$ cat src/core/pcs_pkg.sv
// Constants and carrier types of the waveform clock front end
package pcs_pkg;
    // Register indices; byte address is four times the index
    localparam logic [7:0] IDX_CLKP = 8'h40;
    localparam logic [7:0] IDX_POL = 8'h41;
    localparam logic [7:0] IDX_EN = 8'h42;
    localparam logic [7:0] IDX_PRESC = 8'h43;
    localparam logic [7:0] IDX_SCAL0 = 8'h44;
    localparam logic [7:0] IDX_SCNT0 = 8'h45;
    localparam logic [7:0] IDX_SCAL1 = 8'h46;
    localparam logic [7:0] IDX_SCNT1 = 8'h47;
    localparam logic [7:0] IDX_CNT0 = 8'h48;
    localparam logic [7:0] IDX_PER0 = 8'h4C;
    localparam logic [7:0] IDX_DTY0 = 8'h50;
    localparam logic [7:0] IDX_CENTER = 8'h54;
    localparam logic [7:0] IDX_PDATA = 8'h55;
    localparam logic [7:0] IDX_PDIR = 8'h56;
    localparam logic [7:0] IDX_PIN = 8'h57;
    // Field positions in clock_prescale_and_pairing
    localparam int UPPER_JOIN_BIT = 7;
    localparam int LOWER_JOIN_BIT = 6;
    localparam int CLKA_LSB = 3;
    localparam int CLKB_LSB = 0;
    // Field positions in clock_choice_and_polarity
    localparam int SCALED_SEL_LSB = 4;
    localparam int START_HIGH_LSB = 0;
    // Reset values
    localparam logic [7:0] CLKP_RST = 8'h00;
    localparam logic [7:0] POL_RST = 8'h00;
    localparam logic [3:0] EN_RST = 4'h0;
    localparam logic [7:0] PER_RST = 8'hFF;
    localparam logic [7:0] DTY_RST = 8'hFF;
    localparam logic [7:0] SCAL_RST = 8'h00;
    localparam logic [6:0] PRESC_RST = 7'h00;
    localparam int NCH = 4;

    // Wishbone request from the master
    typedef struct packed {
        logic cyc;
        logic stb;
        logic we;
        logic [9:0] adr;
        logic [3:0] sel;
        logic [31:0] dat;
    } pcs_wb_req_type;

    // One counter step: rollover, direction, new count
    typedef struct packed {
        logic roll;
        logic up;
        logic [15:0] cnt;
    } pcs_step_type;
endpackage

$ cat src/core/pcs_pwm_front.sv
// Four-channel waveform generator front end with Wishbone registers
// Functional notes
// - Four 8-bit channels, two 16-bit, or one 16-bit plus two 8-bit.
// - Each channel has counter, period, duty, left or center alignment.
// - While enabled, period and duty writes wait for rollover or disable.
// - While disabled, period and duty writes reach active latch at once.
// - Counter write clears counter and latches buffered period and duty.
// - Enabled channel owns its pin unless it is a joined low channel; unused pins stay general I/O.
// - Upper join: ch2 high byte, ch3 low, out on pin 2, ch3 clock.
// - Lower join: ch0 high byte, ch1 low, out on pin 0, ch1 clock.
// - Clock A is module clock divided by two to the code power.
// - Clock B uses its own three-bit code, same power-of-two encoding.
// - Ch3 and ch2 select clock B or scaled upper clock, bits 7 and 6.
// - Ch1 and ch0 select clock A or scaled lower clock, bits 5 and 4.
// - Clock select change may give one truncated or stretched pulse.
// - Left mode: start-high bit 0 starts low, 1 starts high.
// - Enable forces pin to output, except on a joined low channel, without altering the direction bit.
// - Enable gates selected clock; all off stops the prescaler.
// - Channel clock gating changes only on a clock tick edge.
// - Waveform reaches pin one module clock cycle after the counter step.
// - Lower scaled clock is clock A over scale plus one, halved.
// - Upper scaled clock is clock B over scale plus one, halved.
// - Reading a counter does not disturb counting or output.
`timescale 1ns/1ps
`default_nettype none

module pcs_pwm_front (
    input wire logic ref_clk,
    input wire logic rst,
    input wire pcs_pkg::pcs_wb_req_type wb_req,
    output logic [31:0] wb_dat_o,
    output logic wb_ack_o,
    input wire logic [3:0] pin_in,
    output logic [3:0] pin_out,
    output logic [3:0] pin_oe_n
);

    // Power-of-two tick mask for a three-bit divider code
    function automatic logic [6:0] pcs_mask(input logic [2:0] code);
        logic [7:0] full;
        full = (8'h01 << code) - 8'h01;
        return full[6:0];
    endfunction

    // One counter step in left or center alignment
    function automatic pcs_pkg::pcs_step_type pcs_step(
        input logic [15:0] cnt, input logic [15:0] per,
        input logic ctr, input logic up);
        pcs_pkg::pcs_step_type s;
        s.roll = 1'b0;
        s.up = up;
        s.cnt = cnt + 16'h0001;
        if (!ctr) begin
            s.up = 1'b1;
            if (cnt >= per) begin
                s.cnt = 16'h0000;
                s.roll = 1'b1;
            end
        end else if (up) begin
            if (cnt >= per) begin
                s.up = 1'b0;
                s.cnt = cnt - 16'h0001;
            end
        end else if (cnt != 16'h0000) begin
            s.cnt = cnt - 16'h0001;
        end else begin
            s.up = 1'b1;
            s.roll = 1'b1;
        end
        return s;
    endfunction

    // Register state
    localparam int NCH_L = pcs_pkg::NCH;
    logic [7:0] clkp_q;
    logic [7:0] pol_q;
    logic [3:0] en_q;
    logic [3:0] ctr_q;
    logic [3:0] pdata_q;
    logic [3:0] pdir_q;
    logic [6:0] presc_q;
    logic [7:0] scal_q [2];
    logic [7:0] scnt_q [2];
    logic [1:0] half_q;
    logic [7:0] cnt_q [NCH_L];
    logic [7:0] per_buf_q [NCH_L];
    logic [7:0] per_act_q [NCH_L];
    logic [7:0] dty_buf_q [NCH_L];
    logic [7:0] dty_act_q [NCH_L];
    logic [3:0] up_q;
    logic [3:0] run_q;
    logic ack_q;
    logic [31:0] dat_q;
    logic [3:0] pin_out_q;
    logic [3:0] pin_oe_n_q;

    // Bus decode
    wire req = wb_req.cyc & wb_req.stb;
    wire wr = req & wb_req.we & ~ack_q & wb_req.sel[0];
    wire rd = req & ~wb_req.we & ~ack_q;
    wire [7:0] idx = wb_req.adr[9:2];
    wire [7:0] wdat = wb_req.dat[7:0];
    wire [7:0] rel_full = idx - pcs_pkg::IDX_CLKP;
    wire [4:0] rel = rel_full[4:0];
    wire in_map = (idx >= pcs_pkg::IDX_CLKP) && (idx <= pcs_pkg::IDX_PIN);
    wire [1:0] chsel = idx[1:0];
    wire cnt_grp = (idx[7:2] == pcs_pkg::IDX_CNT0[7:2]);
    wire per_grp = (idx[7:2] == pcs_pkg::IDX_PER0[7:2]);
    wire dty_grp = (idx[7:2] == pcs_pkg::IDX_DTY0[7:2]);

    // Control fields
    wire [1:0] join_pair = {clkp_q[pcs_pkg::UPPER_JOIN_BIT],
                            clkp_q[pcs_pkg::LOWER_JOIN_BIT]};
    wire [2:0] code_a = clkp_q[pcs_pkg::CLKA_LSB +: 3];
    wire [2:0] code_b = clkp_q[pcs_pkg::CLKB_LSB +: 3];
    wire [3:0] scaled_sel = pol_q[pcs_pkg::SCALED_SEL_LSB +: 4];
    wire [3:0] start_high = pol_q[pcs_pkg::START_HIGH_LSB +: 4];
    wire any_en = |en_q;

    // Prescaled clock ticks A and B off the module clock
    wire [1:0] ab_tick;
    assign ab_tick[0] = any_en
        && ((presc_q & pcs_mask(code_a)) == pcs_mask(code_a));
    assign ab_tick[1] = any_en
        && ((presc_q & pcs_mask(code_b)) == pcs_mask(code_b));

    // Scaled clocks: divide by scale plus one, then by two
    wire [1:0] s_tick;
    assign s_tick[0] = ab_tick[0] && scnt_q[0] == 8'h00 && half_q[0];
    assign s_tick[1] = ab_tick[1] && scnt_q[1] == 8'h00 && half_q[1];

    // Per-channel decode and engines
    wire [3:0] tick_src;
    wire [3:0] eff_tick;
    wire [3:0] eff_en;
    wire [3:0] step;
    wire [3:0] roll;
    wire [3:0] up_d;
    wire [7:0] cnt_d [NCH_L];
    wire [3:0] wave;
    wire [3:0] owns;
    wire [3:0] cnt_wr;
    wire [3:0] per_wr;
    wire [3:0] dty_wr;
    wire [3:0] latch;

    genvar gi;
    generate
        for (gi = 0; gi < NCH_L; gi++) begin : g_ch
            // Clock choice: prescaled or scaled of the channel's group
            assign tick_src[gi] = scaled_sel[gi] ? s_tick[gi / 2]
                                                 : ab_tick[gi / 2];
            assign cnt_wr[gi] = wr && cnt_grp && chsel == 2'(gi);
            assign per_wr[gi] = wr && per_grp && chsel == 2'(gi);
            assign dty_wr[gi] = wr && dty_grp && chsel == 2'(gi);
            assign step[gi] = eff_tick[gi] & run_q[gi];
            // Disabled, counter written, or rolled over: load latches
            assign latch[gi] = ~eff_en[gi] | cnt_wr[gi]
                             | (step[gi] & roll[gi]);
        end
        for (gi = 0; gi < 2; gi++) begin : g_pair
            localparam int HI = 2 * gi;
            localparam int LO = 2 * gi + 1;
            wire pcs_pkg::pcs_step_type e_hi;
            wire pcs_pkg::pcs_step_type e_lo;
            wire pcs_pkg::pcs_step_type e_j;
            wire act_hi;
            wire act_lo;
            wire act_j;
            assign e_hi = pcs_step({8'h00, cnt_q[HI]}, {8'h00, per_act_q[HI]},
                                   ctr_q[HI], up_q[HI]);
            assign e_lo = pcs_step({8'h00, cnt_q[LO]}, {8'h00, per_act_q[LO]},
                                   ctr_q[LO], up_q[LO]);
            // Joined pair: high channel is high byte
            assign e_j = pcs_step({cnt_q[HI], cnt_q[LO]},
                                  {per_act_q[HI], per_act_q[LO]},
                                  ctr_q[LO], up_q[LO]);
            assign act_hi = cnt_q[HI] < dty_act_q[HI];
            assign act_lo = cnt_q[LO] < dty_act_q[LO];
            assign act_j = {cnt_q[HI], cnt_q[LO]}
                         < {dty_act_q[HI], dty_act_q[LO]};
            // Joined pair runs on low channel's clock, high channel's enable
            assign eff_tick[HI] = join_pair[gi] ? tick_src[LO]
                                                : tick_src[HI];
            assign eff_tick[LO] = tick_src[LO];
            assign eff_en[HI] = en_q[HI];
            assign eff_en[LO] = join_pair[gi] ? en_q[HI] : en_q[LO];
            assign cnt_d[HI] = join_pair[gi] ? e_j.cnt[15:8] : e_hi.cnt[7:0];
            assign cnt_d[LO] = join_pair[gi] ? e_j.cnt[7:0] : e_lo.cnt[7:0];
            assign roll[HI] = join_pair[gi] ? e_j.roll : e_hi.roll;
            assign roll[LO] = join_pair[gi] ? e_j.roll : e_lo.roll;
            assign up_d[HI] = join_pair[gi] ? e_j.up : e_hi.up;
            assign up_d[LO] = join_pair[gi] ? e_j.up : e_lo.up;
            // Start level while below duty, opposite level after
            assign wave[HI] = (join_pair[gi] ? act_j : act_hi)
                            ? start_high[HI] : ~start_high[HI];
            assign wave[LO] = act_lo ? start_high[LO] : ~start_high[LO];
            // Low channel's pin reverts to general I/O when joined
            assign owns[HI] = en_q[HI];
            assign owns[LO] = en_q[LO] & ~join_pair[gi];
        end
    endgenerate

    // Read data selection; counter reads have no side effect
    wire [7:0] rd_word [24];
    assign rd_word[0] = clkp_q;
    assign rd_word[1] = pol_q;
    assign rd_word[2] = {4'h0, en_q};
    assign rd_word[3] = {1'b0, presc_q};
    assign rd_word[4] = scal_q[0];
    assign rd_word[5] = scnt_q[0];
    assign rd_word[6] = scal_q[1];
    assign rd_word[7] = scnt_q[1];
    generate
        for (gi = 0; gi < NCH_L; gi++) begin : g_rd
            assign rd_word[8 + gi] = cnt_q[gi];
            assign rd_word[12 + gi] = per_buf_q[gi];
            assign rd_word[16 + gi] = dty_buf_q[gi];
        end
    endgenerate
    assign rd_word[20] = {4'h0, ctr_q};
    assign rd_word[21] = {4'h0, pdata_q};
    assign rd_word[22] = {4'h0, pdir_q};
    assign rd_word[23] = {4'h0, pin_in};
    wire [7:0] rd_data = in_map ? rd_word[rel] : 8'h00;

    // Bus answer one cycle after the request; unmapped reads zero
    always_ff @(posedge ref_clk or posedge rst) begin
        if (rst) begin
            ack_q <= 1'b0;
            dat_q <= 32'h0000_0000;
        end else begin
            ack_q <= req & ~ack_q;
            dat_q <= rd ? {24'h00_0000, rd_data} : 32'h0000_0000;
        end
    end

    // Control registers
    always_ff @(posedge ref_clk or posedge rst) begin
        if (rst) begin
            clkp_q <= pcs_pkg::CLKP_RST;
            pol_q <= pcs_pkg::POL_RST;
            en_q <= pcs_pkg::EN_RST;
            ctr_q <= 4'h0;
            pdata_q <= 4'h0;
            pdir_q <= 4'h0;
        end else if (wr) begin
            if (idx == pcs_pkg::IDX_CLKP) clkp_q <= wdat;
            if (idx == pcs_pkg::IDX_POL) pol_q <= wdat;
            if (idx == pcs_pkg::IDX_EN) en_q <= wdat[3:0];
            if (idx == pcs_pkg::IDX_CENTER) ctr_q <= wdat[3:0];
            if (idx == pcs_pkg::IDX_PDATA) pdata_q <= wdat[3:0];
            if (idx == pcs_pkg::IDX_PDIR) pdir_q <= wdat[3:0];
        end
    end

    // Shared prescaler stops while every channel is off
    always_ff @(posedge ref_clk or posedge rst) begin
        if (rst) begin
            presc_q <= pcs_pkg::PRESC_RST;
        end else if (any_en) begin
            presc_q <= presc_q + 7'h01;
        end
    end

    // Scale down-counters reload at zero and on a scale write
    always_ff @(posedge ref_clk or posedge rst) begin
        if (rst) begin
            for (int g = 0; g < 2; g++) begin
                scal_q[g] <= pcs_pkg::SCAL_RST;
                scnt_q[g] <= pcs_pkg::SCAL_RST;
            end
            half_q <= 2'h0;
        end else begin
            for (int g = 0; g < 2; g++) begin
                if (wr && idx == (g == 0 ? pcs_pkg::IDX_SCAL0
                                         : pcs_pkg::IDX_SCAL1)) begin
                    scal_q[g] <= wdat;
                    scnt_q[g] <= wdat;
                end else if (ab_tick[g]) begin
                    if (scnt_q[g] == 8'h00) begin
                        scnt_q[g] <= scal_q[g];
                        half_q[g] <= ~half_q[g];
                    end else begin
                        scnt_q[g] <= scnt_q[g] - 8'h01;
                    end
                end
            end
        end
    end

    // Channel counters, buffers and active latches
    always_ff @(posedge ref_clk or posedge rst) begin
        if (rst) begin
            for (int i = 0; i < NCH_L; i++) begin
                cnt_q[i] <= 8'h00;
                per_buf_q[i] <= pcs_pkg::PER_RST;
                per_act_q[i] <= pcs_pkg::PER_RST;
                dty_buf_q[i] <= pcs_pkg::DTY_RST;
                dty_act_q[i] <= pcs_pkg::DTY_RST;
            end
            up_q <= 4'hF;
            run_q <= 4'h0;
        end else begin
            for (int i = 0; i < NCH_L; i++) begin
                if (per_wr[i]) per_buf_q[i] <= wdat;
                if (dty_wr[i]) dty_buf_q[i] <= wdat;
                if (latch[i]) begin
                    per_act_q[i] <= per_wr[i] ? wdat : per_buf_q[i];
                    dty_act_q[i] <= dty_wr[i] ? wdat : dty_buf_q[i];
                end
                if (cnt_wr[i]) begin
                    cnt_q[i] <= 8'h00;
                    up_q[i] <= 1'b1;
                end else if (step[i]) begin
                    cnt_q[i] <= cnt_d[i];
                    up_q[i] <= up_d[i];
                end
                // Enable takes hold only at a tick of the chosen clock
                if (eff_tick[i]) run_q[i] <= eff_en[i];
            end
        end
    end

    // Pin drive: enabled channel, unless joined low, owns pin regardless of direction bit
    always_ff @(posedge ref_clk or posedge rst) begin
        if (rst) begin
            pin_out_q <= 4'h0;
            pin_oe_n_q <= 4'hF;
        end else begin
            pin_out_q <= (owns & run_q & wave)
                       | (~(owns & run_q) & pdata_q);
            pin_oe_n_q <= ~(owns | pdir_q);
        end
    end

    assign wb_dat_o = dat_q;
    assign wb_ack_o = ack_q;
    assign pin_out = pin_out_q;
    assign pin_oe_n = pin_oe_n_q;
endmodule // pcs_pwm_front

`default_nettype wire

$ cat config.mk
export PLATFORM = sky130hd
export DESIGN_NAME = pcs_pwm_front
export DESIGN_NICKNAME = d
export VERILOG_FILES = /design/src/core/pcs_pkg.sv /design/src/core/pcs_pwm_front.sv
export SDC_FILE = /design/constraint.sdc
export NUM_CORES = 1
export LEC_CHECK = 0
export ABC_CLOCK_PERIOD_IN_PS = 16640
export BUFFER_PORTS_ARGS = -buffer_cell sky130_fd_sc_hd__buf_4
export CAP_MARGIN = 20
export CORE_MARGIN = 5
export CORE_UTILIZATION = 35
export DETAILED_ROUTE_END_ITERATION = 10
export SETUP_SLACK_MARGIN = 0.4
export SLEW_MARGIN = 20
export SYNTH_ARGS = -nofsm -noshare
export SYNTH_HDL_FRONTEND = slang
export SYNTH_SLANG_ARGS = --single-unit
$ cat constraint.sdc
create_clock -name ref_clk -period 16.64 [get_ports ref_clk]
set_clock_uncertainty 0.15 [all_clocks]
set_input_delay 0.832 -clock ref_clk [delete_from_list [all_inputs] [get_ports ref_clk]]
set_output_delay 0.832 -clock ref_clk [all_outputs]
set_load 0.03 [all_outputs]
==> results.toml, run 1 <==
[cells_and_area]
num-fill-cells = 4747
antenna_cells = 0
syn_to_final_growth_pct = 10.4
drive_above_1_share_pct = 28.0
layout.nets = 1860

[sta]
final_max_slew_viol_count = 0
worst_slew_pin_slew_ns = 1.09
fin_crit_sh_pct = 26.5
tns_ns = 0
hold_viol_final = 0
fmaxAchievable_mhz = 227
rsz0062_at_grt = "no"
max-slew-margin-rel_pct = 26.9
setup_viol = 0
period_minus_slack_ns = 4.41

[worst_setup_path]
crit_path_top_delay_cell = "nand4_1"
path_delay_family = "simple AND/OR/NAND/NOR gates"
cp_common_cell = "a21oi_1"
end_kind = "flip-flop"
max_stage_delay_ns = 0.78
cp_cell_sequence = "nor4_1 -> a21oi_1 -> nand4_1 -> a21oi_1 -> and2_1 -> a311o_1 -> buf_4 -> mux2_2"
crit_buf_inv = 1
cp-start-kind = "flip-flop"
crit_required_ns = 17.03
worst-setup-path-type = "reg -> reg"
arrival_ns = 4.79
worstPathMaxFanout = 20

[synthesis]
ys_ff_latch = 258
synthSimpleGateAreaFrac_pct = 15.3
synth_xor_area_share_pct = 2.28
synth_edf_count = 0
ys_types = 94
muxShareOfSynthArea_pct = 18.3
avgSynthCellArea_um2 = 9.98
synth_compound_area_share_pct = 14.1
yosysTopAreaCell = "dfstp_2"
async_flop_share_pct = 100
synth.top_cells.by_count = "nand2_1, mux2_2, dfstp_2"
synth_top_area_share_pct = 20.6
synth_top_family_by_area = "multiplexers"
synthTopCellsByArea = "dfstp_2, dfrtp_1, mux2_2"
synth.most_common_cell = "nand2_1"
yosys_warnings = 0
seq_area_frac_synth_pct = 38.3
synth_ff_type = "dfstp_2"
yosys.area_share.adder_pct = 5.85
syn_area_mm2 = 0.0173
syn_inst = 1736

[floorplan]
die_h_um = 232
core_area_mm2 = 0.0490
start_util_pct = 35.4
die_width_um = 232
io_pins = 96
rows = 81
fp.dieArea_mm2 = 0.0540

[route]
drc = 0
drt-wirelength-per-cell_um = 21.8
drt_iter0_markers = 1274
drt.antenna.violating_nets = 0
vias = 13800
wirelength_um = 52600
dr.pass1.iters = 7
vias_per_cell = 5.73

[min_path]
hold_class = "reg -> reg"

[cts]
clockRootBuffer = "clkbuf_16"
clk_pin_slew_ns = 0.07
htree_levels = 1
cts_tree = "yes"
cts_buffers = 30
postCtsSetupBuffers = 0
clock_latency_ns = 0.60
cts-resized-gates = 0
numClockSinks = 258
clk_path_buf_depth = 3
hold_buffers = 0

[pwr]
total_power_uw = 1610
cellPowerDensity_mw_per_mm2 = 84.0
ir_drop_mv = 0.0786
p_leak_uw = 0.00787

[global_route]
antenna_found_initial = 0
grt_max_degree = 123
grt_usage_pct = 19.0
grt_pass1_wl_um = 81100
gr-total-overflow = 0
grt_pass1_vias = 13500

[placement]
portBuffers = 42
gp_congestion = 0.920
dp_hpwl_um = 37000

[run]
drv_cap = 0

[outcome]
status = "finished, final reports clean"
[routing by layer]
| metal | routed length (µm) | global-route usage, % | vias up |
|---|---|---|---|
| met4 | 1760 | 6.20 | 0 |
| met2 | 24400 | 30.5 | 553 |
| li1 | - | - | 6276 |
| met3 | 3860 | 3.16 | 114 |
| met5 | 0 | 0 | - |
| met1 | 22600 | 26.3 | 6889 |
[final timing paths]
kind	depth (start not counted)	startpoint	slack (ns)	to
max	8	en_q[0]$_DFFE_PP0P_	12.23	dty_act_q[23]$_DFFE_PP1P_
min	1	pdir_q[2]$_DFFE_PP0P_	0.28	pin_oe_n[2]$_DFF_PP1_
max reg2reg	8	en_q[0]$_DFFE_PP0P_	12.23	dty_act_q[23]$_DFFE_PP1P_
min reg2reg	1	pdir_q[2]$_DFFE_PP0P_	0.28	pin_oe_n[2]$_DFF_PP1_
max in group asynchronous	3	rst	14.68	rd_word[147]$_DFFE_PP0P_
min in group asynchronous	2	rst	0.29	wb_dat_o[1]$_DFF_PP0_
[registers in the layout, indices dropped and copies added, names as in the netlist, 7 cells and up]
signal,count
presc_q,7
rd_word,32
pol_q,8
cnt_q,32
per_act_q,32
dty_act_q,32
per_buf_q,32
clkp_q,8
wb_dat_o,8
dty_buf_q,32
[where the power goes]
part	leakage, µW	internal [µW]	switching, µW
logic	0.00432	74.1	117
registers	0.00301	649	42.0
clock network	0.000548	428	297
[cell families after synthesis]
logic type	count (synthesis)
AO/OA/AOI/OAI	362
XOR/XNOR	45
adder cells (fa/ha/maj)	81
buffers and inverters	223
flip-flops	258
multiplexers	229
other	1
AND/OR/NAND/NOR	537
[cells in the final DEF, fill, tap and decap left out, types with 20 or more instances in the layout]
| cell | n |
|---|---|
| and3_1 | 26 |
| a211oi_1 | 24 |
| dfstp_2 | 136 |
| a21o_1 | 20 |
| a21oi_1 | 83 |
| dfrtp_1 | 122 |
| nand3_1 | 47 |
| mux2_2 | 137 |
| mux4_2 | 48 |
| o21ai_0 | 74 |
| nor2_1 | 117 |
| conb_1 | 24 |
| mux2_4 | 20 |
| o211ai_1 | 21 |
| inv_1 | 97 |
| xnor2_1 | 25 |
| xor2_1 | 20 |
| nand4_1 | 20 |
| o22ai_1 | 20 |
| nand2b_1 | 24 |
| buf_4 | 56 |
| clkbuf_16 | 33 |
| nand2_1 | 178 |
| nor3_1 | 36 |
| ha_1 | 81 |
[stage by stage]
step | std cells | area [µm²] | utilization, % | setup slack [ns] | hold WS (ns)
4_1_cts | 2412 | 19100 | 39.1 | 12.29 | 0.279
3_3_place_gp | 2356 | 18000 | 36.8 | 12.33 | 0.263
6_report | 2412 | 19100 | 39.1 | 12.23 | 0.281
2_1_floorplan | 1759 | 17400 | - | 8.78 | 0.232
5_1_grt | 2412 | 19100 | 39.1 | 11.96 | 0.311
3_5_place_dp | 2356 | 18000 | 36.8 | 12.30 | 0.258
[layout make-up]
cell class	instances	area [µm²]	share of cell area, %
Multi-Input combinational cell	1278	9760	51.0
Sequential cell	258	6630	34.6
Clock buffer	38	885	4.62
Tap cell	664	831	4.34
Timing Repair Buffer	57	432	2.26
Inverter	99	379	1.98
Clock inverter	18	211	1.11
[worst register-to-register path: stages, from the launching register on]
cell and delay [ns]:
dfrtp_1 0.59, nor4_1 0.21, a21oi_1 0.17, nand4_1 0.78, a21oi_1 0.59, and2_1 0.47
a311o_1 0.67, buf_4 0.34, mux2_2 0.36
(Power assumes the default switching activity.)
==> inputs of run 2 (changes only) <==
- ABC_CLOCK_PERIOD_IN_PS: 16640 -> 3600
- clock period: 16.64 -> 3.6 ns (I/O delays scaled with it)
==> results.toml, run 2 (synthesis gave the netlist of run 1 again) <==
[cells_and_area]
drive_above_1_share_pct = 32.8
multiInputGateArea_mm2 = 0.00996
final_common_cell = "nand2_1"
layout.nets = 1966
syn_to_final_growth_pct = 16.7
mostFrequentLayoutCells = "nand2_1, buf_4, dfstp_2, mux2_2, dfrtp_1"
stdcell_count = 2520
regArea_mm2 = 0.00663
num-fill-cells = 4691

[floorplan]
start_util_pct = 35.4
fp.dieArea_mm2 = 0.0540
core_area_mm2 = 0.0490
die_width_um = 232
rows = 81
io_pins = 96
die_h_um = 232

[pwr]
p_sw_uw = 2100
ir_drop_mv = 0.346
p_seq_share_pct = 41.3
pwr-share-clk_pct = 44.4
cellPowerDensity_mw_per_mm2 = 373
internal-power_uw = 5450
switching_share_pct = 27.8
p_leak_uw = 0.00846
pwr-share-comb_pct = 14.2

[cts]
numClockSinks = 258
clk_path_buf_depth = 3
clockRootBuffer = "clkbuf_16"
cts_buffers = 31
htree_levels = 1
clock_latency_ns = 0.59
cts_tree = "yes"
clk_pin_slew_ns = 0.06

[sta]
tns_ns = 0
worst_slew_pin_slew_ns = 0.845
hold_viol_final = 0
fin_ws_ns = 0.447
max-slew-margin-rel_pct = 43.7
fmaxAchievable_mhz = 317
fin_crit_sh_pct = 87.6
final_max_slew_viol_count = 0
rsz0062_at_grt = "yes"
setup_viol = 0
period_minus_slack_ns = 3.15

[min_path]
hold_class = "in -> reg"
hold_start = "wb_req[46]"

[worst_setup_path]
cp_cell_sequence = "buf_4 -> or4_4 -> or2_1 -> or3_4 -> o211a_4 -> o311ai_4 -> buf_6 -> mux2_2"
worstPathMaxFanout = 10
rrSetupSlack_ns = 0.45
crit_path_top_delay_cell = "or4_4"
max_stage_delay_ns = 0.50
arrival_ns = 3.49
crit_start = "cnt_q[14]$_DFFE_PP0P_"
cp-start-kind = "flip-flop"
crit_required_ns = 3.93
worst-setup-path-type = "reg -> reg"
end_kind = "flip-flop"
r2r_start = "cnt_q[14]$_DFFE_PP0P_"

[global_route]
grt_pass1_vias = 14000
gr-total-overflow = 0
grt_max_degree = 101
grt_usage_pct = 19.9
grt_pass1_wl_um = 84500
antenna_found_initial = 2

[placement]
dp_hpwl_um = 40200
gp_congestion = 0.924
placed_cells = 2433
portBuffers = 42
place_ws_ns = 0.184

[route]
vias = 14400
drt-wirelength-per-cell_um = 22.0
drt_iter0_markers = 1463
drc = 0
vias_per_cell = 5.71
wirelength_um = 55400
drt.antenna.violating_nets = 0
dr.pass1.iters = 6

[outcome]
status = "finished, final reports clean"

[run]
drv_cap = 0
[run 2: critical path, delay by kind of cell (launching register included)]
kind / cells / cell delay [ns]
AOI/OAI and AO/OA: 2 / 0.46
muxes: 1 / 0.34
DFF: 1 / 0.49
and+or+nand+nor: 3 / 1.19
buffers and inverters: 2 / 0.42
[run 2: per-layer routing]
metal	GRT usage (%)	vias to the layer above	wire, µm
met1	27.5	7189	23800
met3	3.10	130	4120
met5	0	-	0
li1	-	6480	-
met2	31.9	597	25400
met4	7.16	0	2160
[run 2: path summary, 6_finish.rpt]
kind                                            end  depth (start not counted)
setup / recovery           per_act_q[5]$_DFFE_PP1P_                          8
hold / removal                wb_dat_o[2]$_DFF_PP0_                          3
setup reg to reg           per_act_q[5]$_DFFE_PP1P_                          8
hold reg to reg               pin_oe_n[3]$_DFF_PP1_                          1
max in group asynchronous      cnt_q[2]$_DFFE_PP0P_                          4
min in group asynchronous   dty_buf_q[22]$_DFF_PP1_                          3
[run 2: stage by stage]
stage                     hold WS (ns)  utilization (%)  total power, µW  instance area (µm²)
after floorplan                  0.195                -             3850                17500
after global placement           0.251             38.2             4160                18700
after detailed placement         0.261             38.2             4180                18700
after CTS                       0.0514             40.9             7590                20000
after global routing            0.0891             41.3             7840                20200
final                           0.0744             41.3             7550                20200
[run 2: power groups by stage]
| stage | registers [µW] | clock network (µW) | logic [µW] |
|---|---|---|---|
| final | 3120 | 3350 | 1070 |
| after global routing | 3130 | 3540 | 1170 |
| after CTS | 3120 | 3430 | 1040 |
| after detailed placement | 3160 | 0 | 1020 |
| after global placement | 3160 | 0 | 998 |
| after floorplan | 3130 | 0 | 713 |
[run 2: timing repair]
item	4_1_cts	5_1_grt
pin swaps	5	12
hold buffers	13	0
resized for setup	13	31
hold endpoints to repair	267	0
gates cloned	0	2
buffers inserted	6	7
endpoints found under the setup margin	54	63
[run 2: final cells by class]
cell class	instances	area share, %
multi-input cells	1280	49.3
flip-flops and latches	258	32.8
repair buffers	160	6.42
clock buffers	48	5.08
well taps	664	4.11
inverters	99	1.89
clock inverters	10	0.446
diodes	1	0.0124
==> inputs of run 3 (changes only) <==
- ABC_AREA: unset -> 1
- ABC_CLOCK_PERIOD_IN_PS: 3600 -> 2700
- clock period: 3.6 -> 2.7 ns (I/O delays scaled with it)
==> results.toml, run 3 <==
[synthesis]
synth_top_family_by_area = "simple AND/OR/NAND/NOR gates"
muxShareOfSynthArea_pct = 0.261
synth_compound_area_share_pct = 15.4
syn_area_mm2 = 0.0168
synthSimpleGateAreaFrac_pct = 26.5
yosysTopAreaCell = "dfstp_2"
syn_inst = 2218
synth.most_common_cell = "nand2_1"
synthTopCellsByArea = "dfstp_2, dfrtp_1, nand2_1"
yosys_warnings = 0
async_flop_share_pct = 100
synth_edf_count = 0
synth_ff_type = "dfstp_2"
avgSynthCellArea_um2 = 7.57
synth.top_cells.by_count = "nand2_1, inv_1, o21ai_0"
seq_area_frac_synth_pct = 39.5
synth_top_area_share_pct = 21.3
ys_types = 59
yosys.area_share.adder_pct = 6.04
synth_xor_area_share_pct = 3.39
ys_ff_latch = 258

[run]
drv_cap = 0

[floorplan]
fp.dieArea_mm2 = 0.0524
die_h_um = 229
io_pins = 96
start_util_pct = 35.3
die_width_um = 229
core_area_mm2 = 0.0475
rows = 80

[min_path]
hold_class = "in -> async"

[placement]
dp_hpwl_um = 42900
place_ws_ns = 0.110
portBuffers = 42
gp_congestion = 0.948

[cells_and_area]
layout.nets = 2567
utilization_pct = 46.4
drive_above_1_share_pct = 32.8
mostFrequentLayoutCells = "nand2_1, buf_4, inv_1, o21ai_0, dfstp_2"
antenna_cells = 0
final_common_cell = "nand2_1"
syn_to_final_growth_pct = 31.5

[worst_setup_path]
worst-setup-path-type = "reg -> reg"
cp-start-kind = "flip-flop"
cp_common_cell = "nand2_2"
worstPathMaxFanout = 7
arrival_ns = 2.83
crit_buf_inv = 4
end_kind = "flip-flop"
crit_required_ns = 3.04
max_stage_delay_ns = 0.52
crit_path_top_delay_cell = "dfstp_2"
path_delay_family = "compound AO/OA/AOI/OAI gates"
cp_cell_sequence = "inv_2 -> ha_4 -> nand2_2 -> nand2_2 -> a21oi_4 -> a21boi_4 -> buf_12 -> nand3_4 -> nand2_4 -> buf_12 -> buf_8 -> nand2_2 -> nand3_1 -> nand3_1 -> o21ai_1"

[global_route]
grt_max_degree = 44
gr-total-overflow = 0
antenna_found_initial = 3
grt_pass1_vias = 15900
grt_usage_pct = 21.8
grt_pass1_wl_um = 92100

[cts]
clk_path_buf_depth = 3
cts_tree = "yes"
numClockSinks = 258
clockRootBuffer = "clkbuf_16"
htree_levels = 1
clk_pin_slew_ns = 0.06
cts_buffers = 30
clock_latency_ns = 0.57

[route]
drt_iter0_markers = 1523
wirelength_um = 60000
drt-wirelength-per-cell_um = 19.6
drt.antenna.violating_nets = 0
drc = 0
vias = 16500
dr.pass1.iters = 6
vias_per_cell = 5.39

[outcome]
status = "finished, final reports clean"

[sta]
fin_crit_sh_pct = 91.9
period_minus_slack_ns = 2.48
final_max_slew_viol_count = 0
worst_slew_pin_slew_ns = 0.750
fin_ws_ns = 0.218
hold_viol_final = 0
fmaxAchievable_mhz = 403
setup_viol = 0
rsz0062_at_grt = "yes"
max-slew-margin-rel_pct = 49.9

[pwr]
p_leak_uw = 0.00972
ir_drop_mv = 0.529
cellPowerDensity_mw_per_mm2 = 468
==> run 3: cell types whose count changed after synthesis, sizes merged, moves of 23 or more <==
| cell | change |
|---|---|
| clkbuf | -38 |
| nand2b | -24 |
| a211oi | -24 |
| mux2 | -164 |
| o21ai | +183 |
| xor2 | +38 |
| nand4 | +28 |
| nand3 | +124 |
| mux4 | -48 |
| and3 | -23 |
| o22ai | +37 |
| nand2 | +436 |
| inv | +138 |
==> run 3: final timing paths <==
check,from,end,slack (ns),cells after the start
worst max-delay path,per_act_q[13]$_DFFE_PP1P_,cnt_q[6]$_DFFE_PP0P_,0.22,15
worst min-delay path,rst,cnt_q[4]$_DFFE_PP0P_,0.02,3
worst max register to register,per_act_q[13]$_DFFE_PP1P_,cnt_q[6]$_DFFE_PP0P_,0.22,15
worst min register to register,pdir_q[2]$_DFFE_PP0P_,pin_oe_n[2]$_DFF_PP1_,0.28,1
max in group asynchronous,rst,dty_buf_q[24]$_DFF_PP1_,1.52,5
min in group ref_clk,wb_req[32],rd_word[158]$_DFFE_PP0P_,0.05,6
==> run 3: kinds of logic after synthesis <==
family / after synthesis
fa+ha+maj: 81
xor+xnor: 65
flops: 258
buf+inv: 343
other cells: 1
simple gates: 1005
mux: 4
compound gates: 461
==> run 3: repair_timing <==
item | 4_1_cts | 5_1_grt
setup buffers | 41 | 31
resized for setup | 223 | 210
hold endpoints to repair | 50 | 0
pin swaps | 95 | 92
hold buffers | 18 | 0
setup endpoints to repair | 99 | 124
gates cloned | 7 | 2
==> run 3: cell type report <==
cell class,instances,area [µm²]
clock buffers,45,941
fillers,4544,25500
clock inverters,10,86.3
flip-flops and latches,258,6640
multi-input cells,1642,10300
repair buffers,261,2420
well taps,615,769
inverters,238,912
==> run 3: per-stage QoR <==
step	cell area (µm²)	TNS [ns]	power [µW]	cells	hold WS (ns)
after detailed placement	18500	0	5880	2914	0.238
final	22100	0	10300	3069	0.0176
after global routing	22100	0	10800	3069	0.0453
after global placement	18500	0	5850	2914	0.232
after floorplan	16900	-107.76	5350	2241	0.106
after CTS	21000	0	10200	3035	0.0282
==> run 3: tightest hold or removal path, stage by stage <==
cell and delay, ns:
dlygate4sd3_1 0.53, buf_4 0.14, clkinvlp_4 0.36
==> run 3: power by group <==
part           switching (µW)  total [µW]  internal, µW
Combinational            1180        1890           708
Sequential                192        4230          4040
Clock                    1720        4220          2500
==> run 3: metal layers <==
| layer | vias up | track usage [%] | part of all wire [%] |
|---|---|---|---|
| li1 | 7801 | - | - |
| met5 | - | 0 | 0.022 |
| met2 | 645 | 32.3 | 43 |
| met4 | 2 | 5.04 | 2.3 |
| met3 | 91 | 4.62 | 8.3 |
| met1 | 7995 | 32.7 | 46 |
